### config.mk
export PLATFORM = sky130hd
export DESIGN_NAME = timer_counter_core_8bit
export DESIGN_NICKNAME = d
export VERILOG_FILES = /design/src/rtl/tc8_pkg.sv /design/src/rtl/timer_counter_core_8bit.sv
export SDC_FILE = /design/constraint.sdc
export NUM_CORES = 1
export LEC_CHECK = 0
export BUFFER_PORTS_ARGS = -buffer_cell sky130_fd_sc_hd__buf_4
export CAP_MARGIN = 20
export CORE_UTILIZATION = 40
export DETAILED_ROUTE_END_ITERATION = 10
export GPL_ROUTABILITY_DRIVEN = 0
export SLEW_MARGIN = 20
export SYNTH_ARGS = -nofsm -noshare
export SYNTH_HDL_FRONTEND = slang
export SYNTH_SLANG_ARGS = --single-unit
### constraint.sdc
create_clock -name hclk -period 2.8 [get_ports hclk]
set_clock_uncertainty 0.2 [all_clocks]
set_input_delay 0.14 -clock hclk [delete_from_list [all_inputs] [get_ports hclk]]
set_output_delay 0.14 -clock hclk [all_outputs]
set_load 0.03 [all_outputs]
### src/rtl/tc8_pkg.sv
// Constants and types shared by the 8-bit timer/counter core
`default_nettype none
package tc8_pkg;
  // Register byte offsets on the bus
  localparam logic [7:0] OFF_CONTROL = 8'h00;
  localparam logic [7:0] OFF_COUNT = 8'h04;
  localparam logic [7:0] OFF_COMPARE = 8'h08;
  localparam logic [7:0] OFF_FLAG = 8'h0c;
  localparam logic [7:0] OFF_MASK = 8'h10;
  localparam logic [7:0] OFF_STATUS = 8'h14;
  // Counter limits
  localparam logic [7:0] CNT_BOTTOM = 8'h00;
  localparam logic [7:0] CNT_MAX = 8'hff;
  // Reset values
  localparam logic [7:0] RST_BYTE = 8'h00;
  localparam logic [1:0] RST_FLAGS = 2'h0;
  // Flag and mask bit positions
  localparam int FLAG_OVF = 0;
  localparam int FLAG_CMP = 1;
  // Status bit positions
  localparam int ST_BOTTOM = 0;
  localparam int ST_MAX = 1;
  localparam int ST_TOP = 2;
  localparam int ST_DIR_UP = 3;
  // Prescaler width and tap masks
  localparam int PRE_W = 10;
  localparam logic [9:0] PRE_DIV8 = 10'h007;
  localparam logic [9:0] PRE_DIV64 = 10'h03f;
  localparam logic [9:0] PRE_DIV256 = 10'h0ff;
  localparam logic [9:0] PRE_DIV1024 = 10'h3ff;
  // Clock select codes
  localparam logic [2:0] CS_STOP = 3'h0;
  localparam logic [2:0] CS_DIV1 = 3'h1;
  localparam logic [2:0] CS_DIV8 = 3'h2;
  localparam logic [2:0] CS_DIV64 = 3'h3;
  localparam logic [2:0] CS_DIV256 = 3'h4;
  localparam logic [2:0] CS_DIV1024 = 3'h5;
  localparam logic [2:0] CS_EXT_FALL = 3'h6;
  localparam logic [2:0] CS_EXT_RISE = 3'h7;
  // Waveform mode codes
  localparam logic [1:0] WGM_NORMAL = 2'h0;
  localparam logic [1:0] WGM_PC_PWM = 2'h1;
  localparam logic [1:0] WGM_CTC = 2'h2;
  localparam logic [1:0] WGM_FAST_PWM = 2'h3;
  // Control register layout: mode bits [4:3], clock select [2:0]
  typedef struct packed {
    logic [1:0] waveform_mode_field;
    logic [2:0] clock_select_field;
  } ctrl_s;
  localparam ctrl_s RST_CTRL = '{waveform_mode_field: 2'h0, clock_select_field: 3'h0};
endpackage : tc8_pkg
`default_nettype wire

### src/rtl/timer_counter_core_8bit.sv
// 8-bit timer/counter core with one compare channel and an AHB-Lite register slave
// Operation
// - Counter and compare value are 8-bit registers, CPU readable and writable.
// - Bottom is signalled whenever the counter value is zero.
// - All-ones value 255 is the counter maximum.
// - Top is the maximum or the compare value, chosen by mode.
// - Counter is clocked by the prescaled clock or the external count pin.
// - Clock select picks source and edge; its output is the timer tick.
// - Clock select zero gives no tick; the counter stops.
// - Each tick clears, increments or decrements the counter as the mode dictates.
// - CPU may read and write the counter at any time.
// - A CPU counter write beats any clear or count in that cycle.
// - Two waveform mode bits in the control register select the count sequence.
// - Overflow flag sets at the mode's point and can request an interrupt.
// - Active compare value is compared with the counter every cycle.
// - Each compare match on a tick not blocked by a counter write sets the compare flag, which can request an interrupt.
// - All requests show in the flag register, each gated by its mask bit.
// - Compare result drives the waveform generator onto the compare output pin.
// - Compare value is double buffered in PWM modes: CPU buffer apart from comparator value.
// - Compare flag sets one tick after match; clears on acknowledge or written one.
// - A CPU counter write blocks compare matches on the next tick, even stopped.
// - Normal mode counts up, wraps max to zero, sets overflow reaching zero.
// - Clear-on-compare mode resets the counter at the compare value, its top.
`timescale 1ns/10ps
`default_nettype none
module timer_counter_core_8bit (
  // Clock and reset
  input wire logic hclk,
  input wire logic hresetn,
  // AHB-Lite slave
  input wire logic hsel,
  input wire logic [31:0] haddr,
  input wire logic [1:0] htrans,
  input wire logic hwrite,
  input wire logic [2:0] hsize,
  input wire logic [31:0] hwdata,
  input wire logic hready,
  output logic [31:0] hrdata,
  output logic hreadyout,
  output logic hresp,
  // External count pin and interrupt acknowledges
  input wire logic external_count_pin,
  input wire logic ovf_ack,
  input wire logic cmp_ack,
  // Interrupt requests and compare output
  output logic ovf_irq,
  output logic cmp_irq,
  output logic compare_output_pin
);
  import tc8_pkg::*;

  // Bus state
  logic wr_pend_r, wr_pend_nxt;
  logic [7:0] wr_addr_r, wr_addr_nxt;
  logic [31:0] rdata_r, rdata_nxt;
  logic ready_r;
  // Timer state
  tc8_pkg::ctrl_s ctrl_r, ctrl_nxt;
  logic [7:0] count_value_r, count_value_nxt;
  logic [7:0] cmp_buf_r, cmp_buf_nxt;
  logic [7:0] cmp_act_r, cmp_act_nxt;
  logic [1:0] timer_flag_r, timer_flag_nxt;
  logic [1:0] timer_mask_r, timer_mask_nxt;
  logic dir_up_r, dir_up_nxt;
  logic block_r, block_nxt;
  logic pin_r, pin_nxt;
  logic ovf_irq_r, cmp_irq_r;
  logic [PRE_W-1:0] pre_r, pre_nxt;
  logic ext_s1_r, ext_s2_r, ext_s3_r;
  // Decoded strobes
  logic cnt_wr, ctrl_wr, cmp_wr, flag_wr, mask_wr;
  logic tick, pwm_mode, at_max, at_bottom, at_top, match, ovf_set, cmp_set;
  logic [7:0] top_val;
  logic [7:0] wbyte;

  // External pin: two-stage synchroniser, third stage for edge detect
  always_ff @(posedge hclk or negedge hresetn) begin
    if (!hresetn) begin
      ext_s1_r <= 1'b0;
      ext_s2_r <= 1'b0;
      ext_s3_r <= 1'b0;
    end else begin
      ext_s1_r <= external_count_pin;
      ext_s2_r <= ext_s1_r;
      ext_s3_r <= ext_s2_r;
    end
  end

  // Bus address phase capture and read data
  always_comb begin
    wr_pend_nxt = 1'b0;
    wr_addr_nxt = wr_addr_r;
    rdata_nxt = rdata_r;
    if (hsel && hready && htrans[1]) begin
      wr_pend_nxt = hwrite;
      wr_addr_nxt = haddr[7:0];
      rdata_nxt = 32'h0000_0000;
      if (!hwrite) begin
        if (haddr[7:0] == OFF_CONTROL) begin
          rdata_nxt = {27'h000_0000, ctrl_r};
        end else if (haddr[7:0] == OFF_COUNT) begin
          rdata_nxt = {24'h00_0000, count_value_r};
        end else if (haddr[7:0] == OFF_COMPARE) begin
          rdata_nxt = {24'h00_0000, cmp_buf_r};
        end else if (haddr[7:0] == OFF_FLAG) begin
          rdata_nxt = {30'h0000_0000, timer_flag_r};
        end else if (haddr[7:0] == OFF_MASK) begin
          rdata_nxt = {30'h0000_0000, timer_mask_r};
        end else if (haddr[7:0] == OFF_STATUS) begin
          rdata_nxt = {28'h000_0000, dir_up_r, at_top, at_max, at_bottom};
        end
      end
    end
  end

  always_ff @(posedge hclk or negedge hresetn) begin
    if (!hresetn) begin
      wr_pend_r <= 1'b0;
      wr_addr_r <= RST_BYTE;
      rdata_r <= 32'h0000_0000;
      ready_r <= 1'b0;
    end else begin
      wr_pend_r <= wr_pend_nxt;
      wr_addr_r <= wr_addr_nxt;
      rdata_r <= rdata_nxt;
      ready_r <= 1'b1;
    end
  end

  // Data phase write strobes
  assign wbyte = hwdata[7:0];
  assign ctrl_wr = wr_pend_r && (wr_addr_r == OFF_CONTROL);
  assign cnt_wr = wr_pend_r && (wr_addr_r == OFF_COUNT);
  assign cmp_wr = wr_pend_r && (wr_addr_r == OFF_COMPARE);
  assign flag_wr = wr_pend_r && (wr_addr_r == OFF_FLAG);
  assign mask_wr = wr_pend_r && (wr_addr_r == OFF_MASK);

  // Clock select: source and edge form the timer tick
  always_comb begin
    case (ctrl_r.clock_select_field)
      CS_DIV1: tick = 1'b1;
      CS_DIV8: tick = ((pre_r & PRE_DIV8) == PRE_DIV8);
      CS_DIV64: tick = ((pre_r & PRE_DIV64) == PRE_DIV64);
      CS_DIV256: tick = ((pre_r & PRE_DIV256) == PRE_DIV256);
      CS_DIV1024: tick = (pre_r == PRE_DIV1024);
      CS_EXT_FALL: tick = ext_s3_r && !ext_s2_r;
      CS_EXT_RISE: tick = !ext_s3_r && ext_s2_r;
      default: tick = 1'b0;
    endcase
  end

  // Limits, top and continuous compare
  assign pwm_mode = ctrl_r.waveform_mode_field[0];
  assign top_val = (ctrl_r.waveform_mode_field == WGM_CTC) ? cmp_act_r : CNT_MAX;
  assign at_bottom = (count_value_r == CNT_BOTTOM);
  assign at_max = (count_value_r == CNT_MAX);
  assign at_top = (count_value_r == top_val);
  assign match = (count_value_r == cmp_act_r);
  assign cmp_set = tick && match && !block_r;
  assign ovf_set = tick && (ctrl_r.waveform_mode_field == WGM_PC_PWM ? (at_bottom && !dir_up_r) : at_max);

  // Timer next state
  always_comb begin
    ctrl_nxt = ctrl_r;
    count_value_nxt = count_value_r;
    cmp_buf_nxt = cmp_buf_r;
    cmp_act_nxt = cmp_act_r;
    timer_mask_nxt = timer_mask_r;
    dir_up_nxt = dir_up_r;
    block_nxt = block_r;
    pin_nxt = pin_r;
    pre_nxt = pre_r + 10'h001;
    // Counting per mode
    if (tick) begin
      block_nxt = 1'b0;
      case (ctrl_r.waveform_mode_field)
        WGM_CTC: begin
          count_value_nxt = at_top ? CNT_BOTTOM : count_value_r + 8'h01;
        end
        WGM_PC_PWM: begin
          if (dir_up_r) begin
            dir_up_nxt = !at_max;
            count_value_nxt = at_max ? count_value_r - 8'h01 : count_value_r + 8'h01;
          end else begin
            dir_up_nxt = at_bottom;
            count_value_nxt = at_bottom ? count_value_r + 8'h01 : count_value_r - 8'h01;
          end
        end
        default: begin
          count_value_nxt = count_value_r + 8'h01;
          dir_up_nxt = 1'b1;
        end
      endcase
      // Buffered compare value loads at the limit in PWM modes
      if (pwm_mode && at_max) begin
        cmp_act_nxt = cmp_buf_r;
      end
      // Waveform generator
      if (ctrl_r.waveform_mode_field == WGM_FAST_PWM && at_max) begin
        pin_nxt = 1'b1;
      end
    end
    if (cmp_set) begin
      if (!pwm_mode) begin
        pin_nxt = !pin_r;
      end else if (ctrl_r.waveform_mode_field == WGM_FAST_PWM) begin
        pin_nxt = 1'b0;
      end else begin
        pin_nxt = !dir_up_r;
      end
    end
    // CPU writes win over counting
    if (cnt_wr) begin
      count_value_nxt = wbyte;
      block_nxt = 1'b1;
    end
    if (ctrl_wr) begin
      ctrl_nxt = ctrl_s'(wbyte[4:0]);
    end
    if (cmp_wr) begin
      cmp_buf_nxt = wbyte;
      if (!pwm_mode) begin
        cmp_act_nxt = wbyte;
      end
    end
    if (mask_wr) begin
      timer_mask_nxt = wbyte[1:0];
    end
    // Flags: set beats written-one or acknowledge clear
    timer_flag_nxt = timer_flag_r;
    if (flag_wr) begin
      timer_flag_nxt = timer_flag_nxt & ~wbyte[1:0];
    end
    if (ovf_ack) begin
      timer_flag_nxt[FLAG_OVF] = 1'b0;
    end
    if (cmp_ack) begin
      timer_flag_nxt[FLAG_CMP] = 1'b0;
    end
    if (ovf_set) begin
      timer_flag_nxt[FLAG_OVF] = 1'b1;
    end
    if (cmp_set) begin
      timer_flag_nxt[FLAG_CMP] = 1'b1;
    end
  end

  always_ff @(posedge hclk or negedge hresetn) begin
    if (!hresetn) begin
      ctrl_r <= RST_CTRL;
      count_value_r <= RST_BYTE;
      cmp_buf_r <= RST_BYTE;
      cmp_act_r <= RST_BYTE;
      timer_flag_r <= RST_FLAGS;
      timer_mask_r <= RST_FLAGS;
      dir_up_r <= 1'b1;
      block_r <= 1'b0;
      pin_r <= 1'b0;
      pre_r <= '0;
      ovf_irq_r <= 1'b0;
      cmp_irq_r <= 1'b0;
    end else begin
      ctrl_r <= ctrl_nxt;
      count_value_r <= count_value_nxt;
      cmp_buf_r <= cmp_buf_nxt;
      cmp_act_r <= cmp_act_nxt;
      timer_flag_r <= timer_flag_nxt;
      timer_mask_r <= timer_mask_nxt;
      dir_up_r <= dir_up_nxt;
      block_r <= block_nxt;
      pin_r <= pin_nxt;
      pre_r <= pre_nxt;
      ovf_irq_r <= timer_flag_r[FLAG_OVF] && timer_mask_r[FLAG_OVF];
      cmp_irq_r <= timer_flag_r[FLAG_CMP] && timer_mask_r[FLAG_CMP];
    end
  end

  // Outputs
  assign hrdata = rdata_r;
  assign hreadyout = ready_r;
  assign hresp = 1'b0;
  assign ovf_irq = ovf_irq_r;
  assign cmp_irq = cmp_irq_r;
  assign compare_output_pin = pin_r;
endmodule : timer_counter_core_8bit
`default_nettype wire

==> impl_metrics.json <==
{
  "dr.pass1.iters": 4,
  "drt_wl_total_um": 9460,
  "setup-violations-final": 0,
  "stdcell_area_mm2": 0.00473,
  "core_area_mm2": 0.00973,
  "power_switching_mw": 0.940,
  "timing_worst_setup_path_type": "reg2reg",
  "r2r_cells": 7,
  "clkPwrFrac_pct": 30.4,
  "synth_top_area_share_pct": 42.5,
  "cts.sinks": 69,
  "portBuffers": 36,
  "synth.ff_latch_count": 69,
  "critPathLaunchType": "register",
  "numCtsBuffers": 9,
  "rsz0062_at_grt": "no",
  "cts.clk_slew.worst_paths_ns": 0.07,
  "maxSlewHeadroom_pct": 41.3,
  "grt_pass1_wl_um": 15300,
  "grt_pass1_vias": 3084,
  "synth_area_leaders": "dfrtp_1, mux2_2, buf_4",
  "place_area_mm2": 0.00432,
  "combPwrFrac_pct": 23.7,
  "syn_area_mm2": 0.00401,
  "fin_crit_sh_pct": 93.5,
  "cts_resized": 0,
  "synth_cell_types": 63,
  "synth_top_flop_cell": "dfrtp_1",
  "synth_cells": 406,
  "fin_nets": 551,
  "clock.fmax_mhz": 382,
  "power_density_mw_per_mm2": 595,
  "seqPwrFrac_pct": 45.9,
  "viasPerCell": 5.29,
  "hold_viol": 0,
  "fin_cells": 602,
  "worstPathArrival_ns": 2.63,
  "num_vias": 3183,
  "hold_class": "reg2reg",
  "peakVddDrop_uv": 227,
  "wire_per_inst_um": 15.7,
  "cp_max_fo": 9,
  "worst-slew-pin-transition_ns": 0.881,
  "synth-edff-count": 0,
  "die_h_um": 102,
  "dp.final_hpwl_um": 6680,
  "grt_start_max_net_pins": 70,
  "die_w_um": 102,
  "tns_ns": 0,
  "grt_use_total_pct": 19.5,
  "dp_cells": 567,
  "diodes": 0,
  "cts.htree.levels": 3,
  "clkLatencyLatePin_ns": 0.35,
  "initial_core_util_pct": 41.2,
  "grt.overflow.total": 0,
  "io_pins": 114,
  "drc_errors": 0,
  "area_delta_synth_final_pct": 18.1,
  "std_cell_rows": 36,
  "drtAntennaViolNets": 0,
  "cp.required_ns": 2.82,
  "root_buffer": "clkbuf_8",
  "antenna_found_initial": 0,
  "cts_max_path_buffers": 2,
  "worstSetupEndpointType": "register",
  "drv_cap": 0,
  "drive_above_1_share_pct": 20.5,
  "period_minus_slack_ns": 2.62,
  "die_area_mm2": 0.0104,
  "swShare_pct": 33.4,
  "p_leak_nw": 2.02,
  "syn_area_per_cell_um2": 9.87,
  "cts_tree": "built",
  "synth-seq-area-share_pct": 43.1,
  "min_path_cells": 0,
  "status": "finished clean",
  "final_max_slew_viol_count": 0,
  "drt_iter0_markers": 231,
  "async_flop_share_pct": 100,
  "yosysTopAreaCell": "dfrtp_1",
  "ys_warn_count": 0,
  "intPower_mw": 1.87
}
through the flow:
step           util (%)  hold slack [ns]  power, mW  setup WS, ns
6_report           48.6            0.164       2.81         0.182
4_1_cts            48.6            0.166       2.83         0.242
3_3_place_gp       44.4           0.0497       1.93         0.260
3_5_place_dp       44.4           0.0523       1.94         0.246
5_1_grt            48.6            0.181       2.97        0.0724
2_1_floorplan         -           -0.356       1.76         0.486
state kept, by name, summed over array words and instances (netlist names):
| name | count |
|---|---|
| block_r | 1 |
| cmp_act_r | 8 |
| cmp_buf_r | 8 |
| cmp_irq | 1 |
| compare_output_pin | 1 |
| count_value_r | 8 |
| ctrl_r | 5 |
| dir_up_r | 1 |
| ext_s1_r | 1 |
| ext_s2_r | 1 |
| ext_s3_r | 1 |
| hrdata | 8 |
| hreadyout | 1 |
| ovf_irq | 1 |
| pre_r | 10 |
| timer_flag_r | 2 |
| timer_mask_r | 2 |
| wr_addr_r | 8 |
| wr_pend_r | 1 |
Yosys cell counts, drive strengths merged (8+ instances only):
library cell,instances
dfrtp,68
nor2,24
ha,8
nand2,34
nor3,8
clkbuf,8
o21ai,31
a22oi,8
mux2,18
nand3,14
nor2b,13
inv,12
buf,35
mux2i,12
a21oi,19
and3,8
cells in the final DEF, fill, tap and decap left out, types with 8 or more instances in the layout:
| cell | count |
|---|---|
| dfrtp_1 | 68 |
| buf_4 | 47 |
| nand2_1 | 34 |
| conb_1 | 26 |
| nor2_1 | 23 |
| o21ai_0 | 21 |
| dlygate4sd3_1 | 21 |
| mux2_2 | 18 |
| a21oi_1 | 18 |
| nand3_1 | 14 |
| nor2b_1 | 13 |
| inv_1 | 12 |
| mux2i_1 | 12 |
| clkbuf_8 | 9 |
| a22oi_1 | 8 |
| ha_1 | 8 |
per-layer routing:
metal / track usage [%] / routed length, um / vias to the layer above
li1: - / - / 1526
met1: 25.3 / 4320 / 1552
met2: 32.1 / 4560 / 91
met3: 4.31 / 429 / 14
met4: 6.92 / 149 / 0
met5: 0 / 0 / -
worst paths after layout:
check                                        startpoint                      endpoint  slack [ns]
min in group asynchronous                       hresetn        cmp_act_r[5]$_DFF_PN0_        0.26
max                        count_value_r[6]$_DFFE_PN0P_  count_value_r[4]$_DFFE_PN0P_        0.18
max in group asynchronous                       hresetn         hrdata[1]$_DFFE_PN0P_        1.57
max reg2reg                count_value_r[6]$_DFFE_PN0P_  count_value_r[4]$_DFFE_PN0P_        0.18
min reg2reg                          ext_s1_r$_DFF_PN0_            ext_s2_r$_DFF_PN0_        0.16
min                                  ext_s1_r$_DFF_PN0_            ext_s2_r$_DFF_PN0_        0.16
timing repair:
action                                 4_1_cts  5_1_grt
setup buffers                                0        0
endpoints found under the hold margin      115        0
hold buffers                                21        0
critical path: stages (launching register included):
cell and delay, ns:
dfrtp_1 0.50, nor4_2 0.46, nand3_1 0.28, o21ai_2 0.26, or3_1 0.30, nor3_2 0.12
a221oi_2 0.25, o211ai_1 0.11
area by class of cell:
type / count / area [um2]
Inverter: 12 / 45.0
Clock inverter: 2 / 60.1
Fill cell: 937 / 5000
Sequential cell: 69 / 1730
Clock buffer: 12 / 135
Timing Repair Buffer: 68 / 563
Multi-Input combinational cell: 306 / 2030
Tap cell: 133 / 166
logic make-up after synthesis:
family,after synthesis,synth area share [%]
buf+inv,55,8.40
fa+ha+maj,8,2.50
xor+xnor,9,1.97
other cells,2,0.187
simple gates,139,19.6
compound gates,94,16.1
mux,30,8.06
flops,69,43.1
power groups by stage:
stage	Combinational (mW)	Sequential (mW)	Clock [mW]
final	0.666	1.29	0.857
after detailed placement	0.641	1.30	0
after floorplan	0.552	1.20	0
after CTS	0.665	1.29	0.882
after global placement	0.629	1.30	0
after global routing	0.732	1.31	0.926
Power figures use the tool's default switching activity.
